<file path="src/hdl/ets_pkg.sv">
package ets_pkg;

    // clock and time base
    localparam int unsigned CLK_HZ = 200_000_000;
    localparam int unsigned REF_HZ = 10_000_000;
    localparam int unsigned US_PER_S = 1_000_000;
    localparam int unsigned REF_CYC = CLK_HZ / REF_HZ;
    localparam int unsigned US_CYC = CLK_HZ / US_PER_S;
    localparam logic [4:0] REF_LAST = 5'(REF_CYC - 1);
    localparam logic [7:0] US_LAST = 8'(US_CYC - 1);

    // values after reset and limits of the configuration
    localparam logic [31:0] DIVIDER_RST = 32'h0000_0001;
    localparam logic [31:0] DELAY_US_RST = 32'h0000_0000;
    localparam logic [22:0] IDLE_US_MAX = 23'h418937;
    localparam logic [31:0] CNT_MAX_RST = 32'hFFFF_FFFF;
    localparam logic [31:0] ZERO32 = 32'h0000_0000;
    localparam logic [31:0] ONE32 = 32'h0000_0001;

    typedef enum logic [1:0] {
        ETS_SYNC_INTERNAL = 2'h0,
        ETS_SYNC_EXTERNAL = 2'h1,
        ETS_SYNC_EXT_REQ = 2'h2,
        ETS_SYNC_INT_REQ = 2'h3
    } ets_sync_src_e;

    typedef enum logic [1:0] {
        ETS_TRIG_IN1 = 2'h0,
        ETS_TRIG_IN2 = 2'h1,
        ETS_TRIG_OR = 2'h2,
        ETS_TRIG_AND = 2'h3
    } ets_trig_src_e;

    typedef enum logic [2:0] {
        ETS_MODE_BOTH = 3'h0,
        ETS_MODE_RISE = 3'h1,
        ETS_MODE_FALL = 3'h2,
        ETS_MODE_HIGH = 3'h3,
        ETS_MODE_LOW = 3'h4
    } ets_in_mode_e;

    typedef enum logic [1:0] {
        ETS_ST_IDLE = 2'b01,
        ETS_ST_DELAY = 2'b10
    } ets_state_e;

    typedef struct packed {
        ets_sync_src_e sync_src;
        ets_trig_src_e trig_src;
        logic strict_sync;
        logic [31:0] divider;
        logic delay_en;
        logic [31:0] delay_us;
        logic in1_en;
        ets_in_mode_e in1_mode;
        logic in2_en;
        ets_in_mode_e in2_mode;
        logic in3_en;
        logic in3_fall;
        logic cnt_bidir;
        logic idle_clr_en;
        logic [22:0] idle_us;
        logic [31:0] cnt_max;
    } ets_cfg_s;

    typedef struct packed {
        logic [31:0] enc_count;
        logic enc_dir_down;
        logic [31:0] meas_count;
        logic [31:0] enc_capture;
        logic capture_dir_down;
    } ets_stat_s;

endpackage

</file>
<file path="src/hdl/ets_trigger_sync.sv">
`timescale 1ns/1ps
// Overview of operation
// RULE_01: trigger from input 1, 2, OR, AND
// RULE_02: only external source starts measurements
// RULE_03: strict sync ties exposure to trigger
// RULE_04: prescaler uses every Nth qualified trigger
// RULE_05: programmable microsecond delay before sync event
// RULE_06: inputs 1 and 2 each enabled separately
// RULE_07: five qualification modes, edges or levels
// RULE_08: input 3 clears measurement and encoder counters
// RULE_09: input 3 enable, rising or falling edge
// RULE_10: encoder counter unidirectional or reversible
// RULE_11: idle timeout clears encoder counter
// RULE_12: idle interval in microseconds, max 4294967
// RULE_13: encoder counter wraps to zero past ceiling
// RULE_14: level modes count 10 MHz reference pulses
// RULE_15: encoder value captured at each measurement
// RULE_16: busy cycle defers to next sync event
// RULE_17: measurement counter increments per sync event
// RULE_18: reversible direction from input phase relation
// RULE_19: prescaler counts to divider then restarts
module ets_trigger_sync (
    // clock and reset
    input wire logic clk,
    input wire logic resetn,
    // trigger and clear inputs
    input wire logic in1,
    input wire logic in2,
    input wire logic in3,
    // configuration
    input ets_pkg::ets_cfg_s cfg,
    // measurement pipeline
    input wire logic meas_busy,
    output logic meas_start,
    output logic exposure_start,
    // counters
    output ets_pkg::ets_stat_s stat
);

    logic [2:0] in_prev;
    logic [4:0] ref_cnt;
    logic ref_tick;
    logic [1:0] qual;
    logic [1:0] is_level;
    logic trig_ev;
    logic [31:0] pre_cnt;
    logic pre_ev;
    logic pre_ok;
    ets_pkg::ets_state_e state;
    logic [7:0] dly_sub;
    logic [31:0] dly_us;
    logic sync_ev;
    logic clr3;
    logic in3_rise;
    logic in3_drop;
    logic [7:0] idle_sub;
    logic [22:0] idle_cnt;
    logic idle_done;
    logic idle_clr;
    logic enc_step;
    logic enc_down;
    logic exp_pend;
    logic [31:0] next_enc;

    always_ff @(posedge clk or negedge resetn) begin
        if (!resetn) begin
            in_prev <= 3'h0;
        end else begin
            in_prev <= {in3, in2, in1};
        end
    end

    // 10 MHz internal reference
    always_ff @(posedge clk or negedge resetn) begin
        if (!resetn) begin
            ref_cnt <= 5'h00;
        end else if (ref_cnt == ets_pkg::REF_LAST) begin
            ref_cnt <= 5'h00;
        end else begin
            ref_cnt <= ref_cnt + 5'h01;
        end
    end
    assign ref_tick = (ref_cnt == ets_pkg::REF_LAST);

    // per-input qualification
    for (genvar i = 0; i < 2; i++) begin : g_qual
        logic cur;
        logic en;
        ets_pkg::ets_in_mode_e mode;
        assign cur = (i == 0) ? in1 : in2;
        assign en = (i == 0) ? cfg.in1_en : cfg.in2_en;
        assign mode = (i == 0) ? cfg.in1_mode : cfg.in2_mode;
        always_comb begin
            is_level[i] = 1'b0;
            case (mode)
                ets_pkg::ETS_MODE_BOTH: qual[i] = cur ^ in_prev[i];
                ets_pkg::ETS_MODE_RISE: qual[i] = cur & ~in_prev[i];
                ets_pkg::ETS_MODE_FALL: qual[i] = ~cur & in_prev[i];
                ets_pkg::ETS_MODE_HIGH: begin
                    qual[i] = cur & ref_tick; // RULE_07 RULE_14
                    is_level[i] = 1'b1;
                end
                ets_pkg::ETS_MODE_LOW: begin
                    qual[i] = ~cur & ref_tick; // RULE_07 RULE_14
                    is_level[i] = 1'b1;
                end
                default: qual[i] = 1'b0;
            endcase
            if (!en) begin
                qual[i] = 1'b0; // RULE_06
            end
        end
    end

    // source combination
    always_comb begin
        case (cfg.trig_src)
            ets_pkg::ETS_TRIG_IN1: trig_ev = qual[0]; // RULE_01
            ets_pkg::ETS_TRIG_IN2: trig_ev = qual[1]; // RULE_01
            ets_pkg::ETS_TRIG_OR: trig_ev = qual[0] | qual[1]; // RULE_01
            ets_pkg::ETS_TRIG_AND: trig_ev = qual[0] & qual[1]; // RULE_01
            default: trig_ev = 1'b0;
        endcase
    end

    // event prescaler, divider of zero acts as one
    always_ff @(posedge clk or negedge resetn) begin
        if (!resetn) begin
            pre_cnt <= ets_pkg::ZERO32;
            pre_ev <= 1'b0;
        end else begin
            pre_ev <= 1'b0;
            if (cfg.sync_src != ets_pkg::ETS_SYNC_EXTERNAL) begin
                pre_cnt <= ets_pkg::ZERO32; // RULE_02
            end else if (trig_ev) begin
                if (pre_cnt + ets_pkg::ONE32 >= cfg.divider) begin
                    pre_cnt <= ets_pkg::ZERO32; // RULE_19
                    pre_ev <= 1'b1; // RULE_04
                end else begin
                    pre_cnt <= pre_cnt + ets_pkg::ONE32; // RULE_19
                end
            end
        end
    end

    // a source switch drops an event already past the prescaler
    assign pre_ok = pre_ev
                  & (cfg.sync_src == ets_pkg::ETS_SYNC_EXTERNAL); // RULE_02

    // delay line, one trigger in flight
    always_ff @(posedge clk or negedge resetn) begin
        if (!resetn) begin
            state <= ets_pkg::ETS_ST_IDLE;
            dly_sub <= 8'h00;
            dly_us <= ets_pkg::ZERO32;
            sync_ev <= 1'b0;
        end else begin
            sync_ev <= 1'b0;
            case (state)
                ets_pkg::ETS_ST_IDLE: begin
                    dly_sub <= 8'h00;
                    dly_us <= ets_pkg::ZERO32;
                    if (pre_ok) begin
                        if (cfg.delay_en
                            && cfg.delay_us != ets_pkg::ZERO32) begin
                            state <= ets_pkg::ETS_ST_DELAY; // RULE_05
                        end else begin
                            sync_ev <= 1'b1;
                        end
                    end
                end
                ets_pkg::ETS_ST_DELAY: begin
                    if (cfg.sync_src != ets_pkg::ETS_SYNC_EXTERNAL) begin
                        state <= ets_pkg::ETS_ST_IDLE; // RULE_02
                    end else if (dly_sub == ets_pkg::US_LAST) begin
                        dly_sub <= 8'h00;
                        dly_us <= dly_us + ets_pkg::ONE32;
                        if (dly_us + ets_pkg::ONE32 >= cfg.delay_us) begin
                            sync_ev <= 1'b1; // RULE_05
                            state <= ets_pkg::ETS_ST_IDLE;
                        end
                    end else begin
                        dly_sub <= dly_sub + 8'h01;
                    end
                end
                default: state <= ets_pkg::ETS_ST_IDLE;
            endcase
        end
    end

    // measurement start and exposure
    assign meas_start = sync_ev & ~meas_busy; // RULE_16
    always_comb begin
        if (cfg.strict_sync) begin
            exposure_start = meas_start; // RULE_03
        end else begin
            exposure_start = exp_pend & ref_tick;
        end
    end

    always_ff @(posedge clk or negedge resetn) begin
        if (!resetn) begin
            exp_pend <= 1'b0;
        end else if (cfg.strict_sync) begin
            exp_pend <= 1'b0;
        end else if (meas_start) begin
            exp_pend <= 1'b1;
        end else if (ref_tick) begin
            exp_pend <= 1'b0;
        end
    end

    // input 3 clear
    assign in3_rise = in3 & ~in_prev[2];
    assign in3_drop = ~in3 & in_prev[2];
    always_comb begin
        clr3 = 1'b0;
        if (cfg.in3_en) begin
            if (cfg.in3_fall) begin
                clr3 = in3_drop; // RULE_09
            end else begin
                clr3 = in3_rise; // RULE_09
            end
        end
    end

    // idle timeout since last sync event
    always_ff @(posedge clk or negedge resetn) begin
        if (!resetn) begin
            idle_sub <= 8'h00;
            idle_cnt <= 23'h000000;
            idle_done <= 1'b0;
        end else if (sync_ev || !cfg.idle_clr_en) begin
            idle_sub <= 8'h00;
            idle_cnt <= 23'h000000;
            idle_done <= 1'b0;
        end else if (idle_clr) begin
            idle_done <= 1'b1; // RULE_11
        end else if (!idle_done) begin
            if (idle_sub == ets_pkg::US_LAST) begin
                idle_sub <= 8'h00;
                idle_cnt <= idle_cnt + 23'h000001; // RULE_12
            end else begin
                idle_sub <= idle_sub + 8'h01;
            end
        end
    end
    assign idle_clr = cfg.idle_clr_en & ~idle_done & ~sync_ev
                    & (idle_cnt >= cfg.idle_us); // RULE_11 RULE_12

    // encoder step source and direction
    always_comb begin
        enc_step = 1'b0;
        enc_down = 1'b0;
        if (|(is_level & {cfg.in2_en, cfg.in1_en})) begin
            enc_step = trig_ev; // RULE_14
        end else if (cfg.cnt_bidir) begin
            enc_step = (cfg.in1_en | cfg.in2_en)
                     & ((in1 ^ in_prev[0]) ^ (in2 ^ in_prev[1])); // RULE_10
            enc_down = ~(in1 ^ in_prev[1]); // RULE_18
        end else begin
            enc_step = trig_ev; // RULE_10
        end
    end

    always_comb begin
        if (enc_down) begin
            next_enc = (stat.enc_count == ets_pkg::ZERO32) ? cfg.cnt_max
                     : stat.enc_count - ets_pkg::ONE32;
        end else if (stat.enc_count >= cfg.cnt_max) begin
            next_enc = ets_pkg::ZERO32; // RULE_13
        end else begin
            next_enc = stat.enc_count + ets_pkg::ONE32;
        end
    end

    always_ff @(posedge clk or negedge resetn) begin
        if (!resetn) begin
            stat.enc_count <= ets_pkg::ZERO32;
            stat.enc_dir_down <= 1'b0;
        end else if (clr3 || idle_clr) begin
            stat.enc_count <= ets_pkg::ZERO32; // RULE_08 RULE_11
        end else if (enc_step) begin
            stat.enc_count <= next_enc; // RULE_13
            stat.enc_dir_down <= enc_down; // RULE_18
        end
    end

    always_ff @(posedge clk or negedge resetn) begin
        if (!resetn) begin
            stat.meas_count <= ets_pkg::ZERO32;
        end else if (clr3) begin
            stat.meas_count <= ets_pkg::ZERO32; // RULE_08
        end else if (sync_ev) begin
            stat.meas_count <= stat.meas_count + ets_pkg::ONE32; // RULE_17
        end
    end

    always_ff @(posedge clk or negedge resetn) begin
        if (!resetn) begin
            stat.enc_capture <= ets_pkg::ZERO32;
            stat.capture_dir_down <= 1'b0;
        end else if (meas_start) begin
            stat.enc_capture <= stat.enc_count; // RULE_15
            stat.capture_dir_down <= stat.enc_dir_down; // RULE_15
        end
    end

endmodule

</file>
<file path="config.mk">
export PLATFORM = sky130hd
export DESIGN_NAME = ets_trigger_sync
export DESIGN_NICKNAME = d
export VERILOG_FILES = /design/src/hdl/ets_pkg.sv /design/src/hdl/ets_trigger_sync.sv
export SDC_FILE = /design/constraint.sdc
export NUM_CORES = 1
export LEC_CHECK = 0
export BUFFER_PORTS_ARGS = -buffer_cell sky130_fd_sc_hd__buf_2
export CAP_MARGIN = 20
export CORE_MARGIN = 5
export CORE_UTILIZATION = 35
export CTS_BUF_LIST = sky130_fd_sc_hd__clkbuf_8
export DETAILED_ROUTE_END_ITERATION = 10
export SLEW_MARGIN = 20
export SYNTH_ARGS = -nofsm -noshare
export SYNTH_HDL_FRONTEND = slang
export SYNTH_SLANG_ARGS = --single-unit
</file>
<file path="constraint.sdc">
create_clock -name clk -period 4.4 [get_ports clk]
set_clock_uncertainty 0.2 [all_clocks]
set_input_delay 0.44 -clock clk [delete_from_list [all_inputs] [get_ports clk]]
set_output_delay 0.44 -clock clk [all_outputs]
set_load 0.1 [all_outputs]
</file>
Word level (Yosys, flattened, before mapping)
Cells that the tools add are included.
Widths: inputs -> output; s select.
- memory bits (writable): 0
- ROM bits: 0
- latch bits: 0
- register bits after elaboration: 215
- output and inout bits: 100
- input bits: 143
- memories kept: 0
- logic and storage cells: 176
- div/mod/pow operators: 0
- multiply operators: 0
- bitwise gates (word level): 36
- shift-type cells: 0
- reductions and logical operators: 25
- equal/unequal tests: 26
- $lt $le $gt $ge: 4
- add/sub/neg operators: 9
- multiplexer cells: 59
- operators by type and width (cell ; count):
    $mux 32 ; 11
    $add 32x1->32 const B ; 4
    $ge 32x32->1 ; 3
    $mux 23 ; 4
    $pmux 32 s2 ; 1
    $mux 8 ; 6
    $mux 33 ; 1
    $logic_not 32->1 ; 1
    $reduce_bool 32->1 ; 1
    $sub 32x1->32 const B ; 1
    $mux 1 ; 24
    $add 23x1->23 const B ; 1
    $ge 23x23->1 ; 1
    $and 1x1->1 ; 18
    $add 8x1->8 const B ; 2
    $eq 8x8->1 const B ; 2
    $pmux 8 s2 ; 1
    $eq 3x2->1 const B ; 4
    $reduce_bool 2->1 ; 6
    $not 1->1 ; 11
    $mux 2 ; 5
    $pmux 1 s5 ; 2
    $ne 2x2->1 const B ; 4
    $eq 2x1->1 const B ; 3
    other kinds (24) ; 42

Longest topological paths before layout
Gate-level depths: netlist (run 1).
- depth in word-level cells: 10
- mapped depth: 18
- depth with buffers taken out: 16

Least setup slack after synthesis (run 1)
OpenSTA, ideal clock, no wires.
- kind: register to register
- start: register pre_cnt[0]
- end: register pre_cnt[2]
- buffers on the path: 2
- cell stages (with the launch flop): 17
- clock period less this slack: 4.048 ns
- data required time: 4.064 ns
- data arrival time: 3.712 ns
- path slack: 0.352 ns
- library setup time: 0.136 ns
- cell sequence: dfrtp_1 > ha_1 > nand4_1 > nor4_1 > and2_1 > and3_1 > xor2_1 > ha_1 > nand3_1 > nor3_1 > nand3_1 > o31ai_1 > clkbuf_1 > clkbuf_1 > nor2_1 > o21ai_0 > a21oi_1
- cells in the longest elaborated chain, start to end: 5
- RTL lines (what ; RTL line ; source):
    start, declared ; ets_trigger_sync.sv:46 ; logic [31:0] pre_cnt;
    start signal, assigned ; ets_trigger_sync.sv:129 ; pre_cnt <= ets_pkg::ZERO32;
    start signal, assigned ; ets_trigger_sync.sv:134 ; pre_cnt <= ets_pkg::ZERO32;
    start signal, assigned ; ets_trigger_sync.sv:137 ; pre_cnt <= ets_pkg::ZERO32;
    $add 32x1->32 (*) ; ets_trigger_sync.sv:136, ets_trigger_sync.sv:140 ;
    $ge 32x32->1 ; ets_trigger_sync.sv:136 ; if (pre_cnt + ets_pkg::ONE32 >= cfg.divider) begin
    $mux 32 (*) ; ets_trigger_sync.sv:136 ;
    $mux 32 (*) ; ets_trigger_sync.sv:135 ; end else if (trig_ev) begin
    $mux 32 (*) ; ets_trigger_sync.sv:133 ; if (cfg.sync_src != ets_pkg::ETS_SYNC_EXTERNAL) begin
Every way passes the cells marked *; elsewhere a longest branch is shown, timed or not. The select of a mux whose other input is x is not followed.
A chain may end at the register's enable or synchronous reset.

Worst setup path in the final report (run 1)
- start: register pre_cnt[6]
- end: register pre_cnt[31]
The elaborated chain is that of the path after synthesis.

==> results of run 1 <==
registers in the layout, summed over array words and instances (netlist names):
name,flops
idle_done,1
dly_us,32
idle_cnt,23
pre_cnt,32
ref_cnt,5
idle_sub,8
exp_pend,1
pre_ev,1
state,2
sync_ev,1
stat,98
in_prev,3
dly_sub,8
layer usage:
metal,GRT usage,part of all wire,up-vias
li1,-,-,7169
met3,0.04329,0.067,75
met5,0,0.00027,-
met1,0.2595,0.45,7088
met4,0.04852,0.020,2
met2,0.3027,0.46,441
layout make-up:
| cell class | count | area share |
|---|---|---|
| clock inverters | 20 | 0.008966 |
| repair buffers | 308 | 0.09368 |
| inverters | 150 | 0.03011 |
| multi-input cells | 1425 | 0.4985 |
| clock buffers | 56 | 0.04122 |
| well taps | 592 | 0.03961 |
| flip-flops and latches | 215 | 0.2878 |
| diodes | 1 | 0.0001338 |
worst max-delay path by stage:
stage | to | start | cells after the start
2_1_floorplan | pre_cnt[2] | pre_cnt[0] | 16
3_3_place_gp | pre_cnt[31] | pre_cnt[6] | 14
3_5_place_dp | pre_cnt[31] | pre_cnt[6] | 14
4_1_cts | pre_cnt[31] | pre_cnt[6] | 14
5_1_grt | pre_cnt[31] | pre_cnt[6] | 15
6_report | pre_cnt[31] | pre_cnt[6] | 15
kinds of logic after synthesis:
group	count (synthesis)	share of synthesized area
simple gates	746	0.2387
compound gates	403	0.1667
buf+inv	237	0.06518
flops	215	0.3431
xor+xnor	137	0.07651
fa+ha+maj	131	0.1045
mux	8	0.005266
critical path: stages (launching register included):
cell	delay, ns
dfrtp_1	0.42
nand4_1	0.19
or4_1	0.51
nor2_4	0.20
nand2_1	0.13
nor3_4	0.23
xor2_1	0.19
ha_1	0.27
a21o_1	0.18
a21o_1	0.17
a211oi_1	0.24
o31a_1	0.25
o31ai_4	0.12
buf_4	0.19
or4_1	0.39
a21oi_1	0.14
per-stage QoR:
stage                 util  hold WS (ns)  cell area (µm²)  std cells  worst slack, ns
CTS                 0.4212     0.0004094            18670       2766           0.1450
global placement    0.3980        0.2538            17640       2681           0.2204
floorplan                -      -0.05559            15680       1877           0.3521
detailed placement  0.3980        0.2589            17640       2681           0.1364
global route        0.4219      0.009915            18700       2767        -0.002690
finish              0.4219       0.05297            18700       2767           0.2988
timing repair:
item	4_1_cts	5_1_grt
endpoints found under the setup margin	0	23
gates resized for setup	0	6
hold buffers	9	0
endpoints found under the hold margin	107	0
cell usage after synthesis (7+ instances only):
master,count
nand3b_1,8
a21oi_1,97
xor2_1,53
nand2_1,229
and2_1,15
o22ai_1,8
nor3_1,40
nor4_1,26
nand4_1,45
inv_1,149
o21ai_0,91
nand3_1,69
nand2b_1,17
a21o_1,17
a22o_1,45
dfrtp_1,214
o21a_1,7
ha_1,131
o31ai_1,17
a31oi_1,13
nor2b_1,13
a211oi_1,12
and4_1,10
and3_1,46
nor3b_1,9
o21ai_1,27
buf_2,10
clkbuf_1,59
nor2_1,156
xnor2_1,84
o211ai_1,11
or3_1,14
layout by cell type, fill, tap and decap left out, types with 8 or more instances in the layout:
cell	Yosys	routed
buf_2	10	241
nand2_1	229	229
dfrtp_1	214	214
inv_1	149	159
nor2_1	156	156
ha_1	131	131
a21oi_1	97	97
o21ai_0	91	91
xnor2_1	84	84
nand3_1	69	69
clkbuf_8	6	56
buf_4	0	56
xor2_1	53	53
and3_1	46	46
nand4_1	45	45
a22o_1	45	45
nor3_1	40	39
o21ai_1	27	27
nor4_1	26	26
a21o_1	17	17
nand2b_1	17	16
o31ai_1	17	16
and2_1	15	15
or3_1	14	14
nor2b_1	13	13
a31oi_1	13	13
a211oi_1	12	12
o211ai_1	11	11
and4_1	10	10
nor3b_1	9	9
dlygate4sd3_1	0	9
nand3b_1	8	8
o22ai_1	8	8
power groups by stage:
stage | registers, µW | clock network, µW | logic [µW]
floorplan | 2940 | 0 | 1360
global placement | 2300 | 0 | 2770
detailed placement | 2300 | 0 | 2800
CTS | 2260 | 2360 | 2820
global route | 2280 | 2450 | 3060
finish | 2270 | 2270 | 2850
==> flow_summary.json, run 1 <==
{
  "grt_start_max_net_pins": 104,
  "via_per_inst": 5.340,
  "synthCells": 1877,
  "power.total_uw": 7381,
  "ys_async_sr_fraction": 1.000,
  "period_needed_ns": 4.101,
  "cp-end-kind": "register",
  "syn_nets": 2151,
  "hpwl_um": 35110,
  "swShare": 0.4261,
  "clockBufferDepth": 3,
  "max_freq_mhz": 243.8,
  "core-area_um2": 44320,
  "yosysWarningCount": 0,
  "cts_buffers": 44,
  "status": "finished, final reports clean",
  "clock_sinks": 215,
  "p_leak_uw": 0.009470,
  "finalSetupViolCount": 0,
  "holdPathStages": 3,
  "clock_latency_ns": 0.61,
  "p_per_area_nw_per_um2": 394.7,
  "antenna_found_initial": 2,
  "grt_pass1_vias": 14519,
  "ant_nets": 0,
  "worst_pin_slew_ns": 0.9332,
  "post-cts-setup-buffers": 0,
  "hold_start": "cfg[1]",
  "die_y_um": 221.7,
  "pwr-share-comb": 0.386,
  "drive_gt1_frac": 0.1858,
  "multi_input_area_um2": 9321,
  "rows": 77,
  "port_buffers": 242,
  "synth_edf_count": 0,
  "syn_area_um2": 15680,
  "grt_pass1_wl_um": 77790,
  "cts_tree": "done",
  "grt-ovfl-total": 0,
  "reg2reg_depth": 15,
  "syn_area_per_cell_um2": 8.355,
  "first_pass_iters": 5,
  "drt-initial-drc-count": 1072,
  "crit_required_ns": 4.71,
  "yosysUniqueCellTypes": 88,
  "cts-root-buf": "clkbuf_8",
  "r2r_setup_slack_ns": 0.30,
  "final_max_slew_viol_count": 0,
  "finalCritPeriodShare": 0.9321,
  "synth_top_area_share": 0.3415,
  "critPathKind": "reg2reg",
  "r2r-start": "pre_cnt[6]",
  "start_kind": "register",
  "die_w_um": 221.7,
  "fin_nets": 2418,
  "yosysSeqAreaShare": 0.3431,
  "place.gp.congestion": 0.8930,
  "critPathMaxFanout": 9,
  "syn_to_final_growth_pct": 19.24,
  "cts_max_level": 2,
  "intPower_uw": 4236,
  "ys.flop_type": "dfrtp_1",
  "synth-seq-cells": 215,
  "final-hold-violation-count": 0,
  "regArea_um2": 5381,
  "r2r_end": "pre_cnt[31]",
  "hp-class": "in2reg",
  "start_util": 0.3539,
  "vias": 14775,
  "post_drt_wl_per_cell_um": 17.37,
  "critPathArrivalTime_ns": 4.41,
  "peakVddDrop_mv": 0.3183,
  "netlist.top_cell.by_area": "dfrtp_1",
  "io_pins": 243,
  "setup_tns_ns": 0,
  "wl_um": 48080,
  "hold_path_end": "stat[67]",
  "clk_pin_slew_worst_paths_ns": 0.06,
  "drc_errors": 0,
  "cap_violations": 0,
  "die_area_um2": 49140,
  "pwr-share-clk": 0.307,
  "grt_use_total": 0.1889,
  "ys_top_cells_by_area": "dfrtp_1 34%, ha_1 10%, nand2_1 5.5%, xnor2_1 4.7%, nor2_1 3.7%",
  "seqPwrFrac": 0.307,
  "p_sw_uw": 3145,
  "fillCellCount": 4532,
  "relSlewSlack": 0.3779
}
Power figures use the tool's default switching activity.
==> run 2, diff against run 1 <==
- CORE_UTILIZATION: 35 -> 45
- PLACE_DENSITY: not set -> 0.66
- RECOVER_POWER: not set -> 25
==> run 2 against run 1 <==
  * The flow now finishes with violations (max-capacitance violations, max-slew violations)
  * Cell count is 5.8% lower
  * Non-clock buffer count decreased by 18
  * Core utilization is 11 points higher
  * Clock-buffer cell count shrank 5
  * Final area decreased by 2.5%
  * Via count decreased by 0.42%
  * Global-route usage increased by 4.0 points
  * Hold slack better by 0.0010 ns
  * Sequential share of layout area increased by 0.75 points
  * Maximum frequency up 0.70%
  * Combinational power decreased by 4%
  * Highest routed layer unchanged
==> flow_summary.json, run 2 (synthesis gave the netlist of run 1 again) <==
{
  "final-hold-violation-count": 0,
  "clock_latency_ns": 0.55,
  "first_pass_iters": 8,
  "fin_nets": 2397,
  "start_util": 0.4551,
  "period_needed_ns": 4.073,
  "io_pins": 243,
  "crit_required_ns": 4.59,
  "cts_tree": "done",
  "die_w_um": 196.7,
  "drc_errors": 0,
  "grt_pass1_vias": 14634,
  "start_kind": "register",
  "status": "complete, but fails checks",
  "p_leak_uw": 0.009298,
  "core-area_um2": 34460,
  "largest_register": "stat",
  "clockBufferDepth": 3,
  "grt_start_max_net_pins": 103,
  "violations": "max-capacitance violations, max-slew violations",
  "reg_top3": "stat: 98 flops, dly_us: 32 flops, pre_cnt: 32 flops",
  "largest_reg_flops": 98,
  "hp-class": "in2reg",
  "cts-root-buf": "clkbuf_8",
  "die_y_um": 196.7,
  "syn_to_final_growth_pct": 16.22,
  "cts_max_level": 2,
  "setup_tns_ns": 0,
  "finalCritPeriodShare": 0.9256,
  "final_max_slew_viol_count": 142,
  "p_per_area_nw_per_um2": 387.5,
  "via_per_inst": 5.644,
  "path_buf_inv": 3,
  "cp_common_cell": "nand3_1",
  "grt-ovfl-total": 0,
  "worst_pin_slew_ns": 2.676,
  "vias": 14713,
  "placed_cells": 2530,
  "clk_pin_slew_worst_paths_ns": 0.06,
  "antenna_found_initial": 3,
  "final_common_cell": "buf_2",
  "wl_um": 45670,
  "critPathMaxFanout": 12,
  "place.gp.congestion": 0.9144,
  "critPathKind": "reg2reg",
  "drt-initial-drc-count": 993,
  "hpwl_um": 33430,
  "drive_gt1_frac": 0.1748,
  "clock_sinks": 215,
  "ant_nets": 0,
  "fillCellCount": 3299,
  "cap_violations": 2,
  "slowest_stage": "or4_1",
  "max_freq_mhz": 245.5,
  "peakVddDrop_mv": 0.4208,
  "critical-path-top-delay-family": "simple AND/OR/NAND/NOR gates",
  "cp-end-kind": "register",
  "relSlewSlack": -0.7841,
  "grt_use_total": 0.2291,
  "mostFrequentLayoutCells": "238 x buf_2, 229 x nand2_1, 214 x dfrtp_1, 163 x inv_1, 156 x nor2_1",
  "rows": 68,
  "grt_pass1_wl_um": 74000,
  "die_area_um2": 38680,
  "post_drt_wl_per_cell_um": 17.52,
  "cts_buffers": 41,
  "finalSetupViolCount": 0,
  "critPathArrivalTime_ns": 4.26,
  "port_buffers": 242,
  "critPathMaxStageDelay_ns": 0.50,
  "stdcell_count": 2607,
  "cp_cell_sequence": "nand4_1 -> or4_1 -> nor2_4 -> nand3_1 -> inv_2 -> nand3_1 -> xnor2_1 -> ha_1 -> nand3_1 -> nor3_1 -> nand3_1 -> o31ai_2 -> buf_4 -> buf_4 -> a21oi_1 -> o21ai_0 -> a21oi_1"
}
==> run 2: layout make-up <==
cell class                      instances  area (µm²)  area share
Multi-Input combinational cell       1425        9306      0.5106
Sequential cell                       215        5381      0.2953
Timing Repair Buffer                  290        1589     0.08718
Clock buffer                           51       701.9     0.03851
Tap cell                              455       569.3     0.03124
Inverter                              150       563.0     0.03089
Clock inverter                         20       112.6    0.006178
Antenna cell                            1       2.502   0.0001373
==> run 2: what timing repair did <==
| action | 4_1_cts | 5_1_grt |
|---|---|---|
| resized for setup | 0 | 4 |
| endpoints found under the setup margin | 0 | 32 |
| hold buffers | 5 | 0 |
| setup buffers | 0 | 0 |
| hold endpoints to repair | 103 | 0 |
==> run 2: where the power goes <==
| part | leakage [µW] | switching [µW] | internal [µW] |
|---|---|---|---|
| Clock | 0.000467 | 888 | 1100 |
| Combinational | 0.00588 | 1920 | 819 |
| Sequential | 0.00295 | 259 | 2080 |
==> run 2: path summary, 6_finish.rpt <==
check	from	end	slack (ns)	cells past startpoint
max	pre_cnt[5]	pre_cnt[18]	0.33	17
max in group asynchronous	resetn	stat[31]	0.79	3
min in group asynchronous	resetn	pre_cnt[16]	1.04	2
min reg2reg	ref_cnt[0]	ref_cnt[0]	0.25	1
max reg2reg	pre_cnt[5]	pre_cnt[18]	0.33	17
min	cfg[25]	stat[91]	0.05	3
==> run 2: routing by layer <==
layer	global-route usage	routed length (µm)
met1	0.3120	20240
met2	0.3695	20930
met3	0.04615	3169
met4	0.07293	1309
met5	0	27
==> run 2: worst register-to-register path: stages (launching register included) <==
cell and delay (ns):
dfrtp_1 0.44, nand4_1 0.18, or4_1 0.50, nor2_4 0.19
nand3_1 0.17, inv_2 0.10, nand3_1 0.10, xnor2_1 0.14
ha_1 0.29, nand3_1 0.11, nor3_1 0.33, nand3_1 0.14
o31ai_2 0.25, buf_4 0.23, buf_4 0.20, a21oi_1 0.05
o21ai_0 0.20, a21oi_1 0.10
==> run 2: per-stage QoR <==
step	hold slack, ns	setup slack (ns)	power (µW)	util	area (µm²)
2_1_floorplan	-0.05559	0.3521	4299	-	15680
3_3_place_gp	0.2473	0.3561	5013	0.5042	17370
3_5_place_dp	0.2510	0.2513	5052	0.5042	17370
4_1_cts	0.02169	0.2107	7096	0.5293	18240
5_1_grt	0.03803	-0.007435	7442	0.5289	18230
6_report	0.05396	0.3272	7063	0.5289	18230
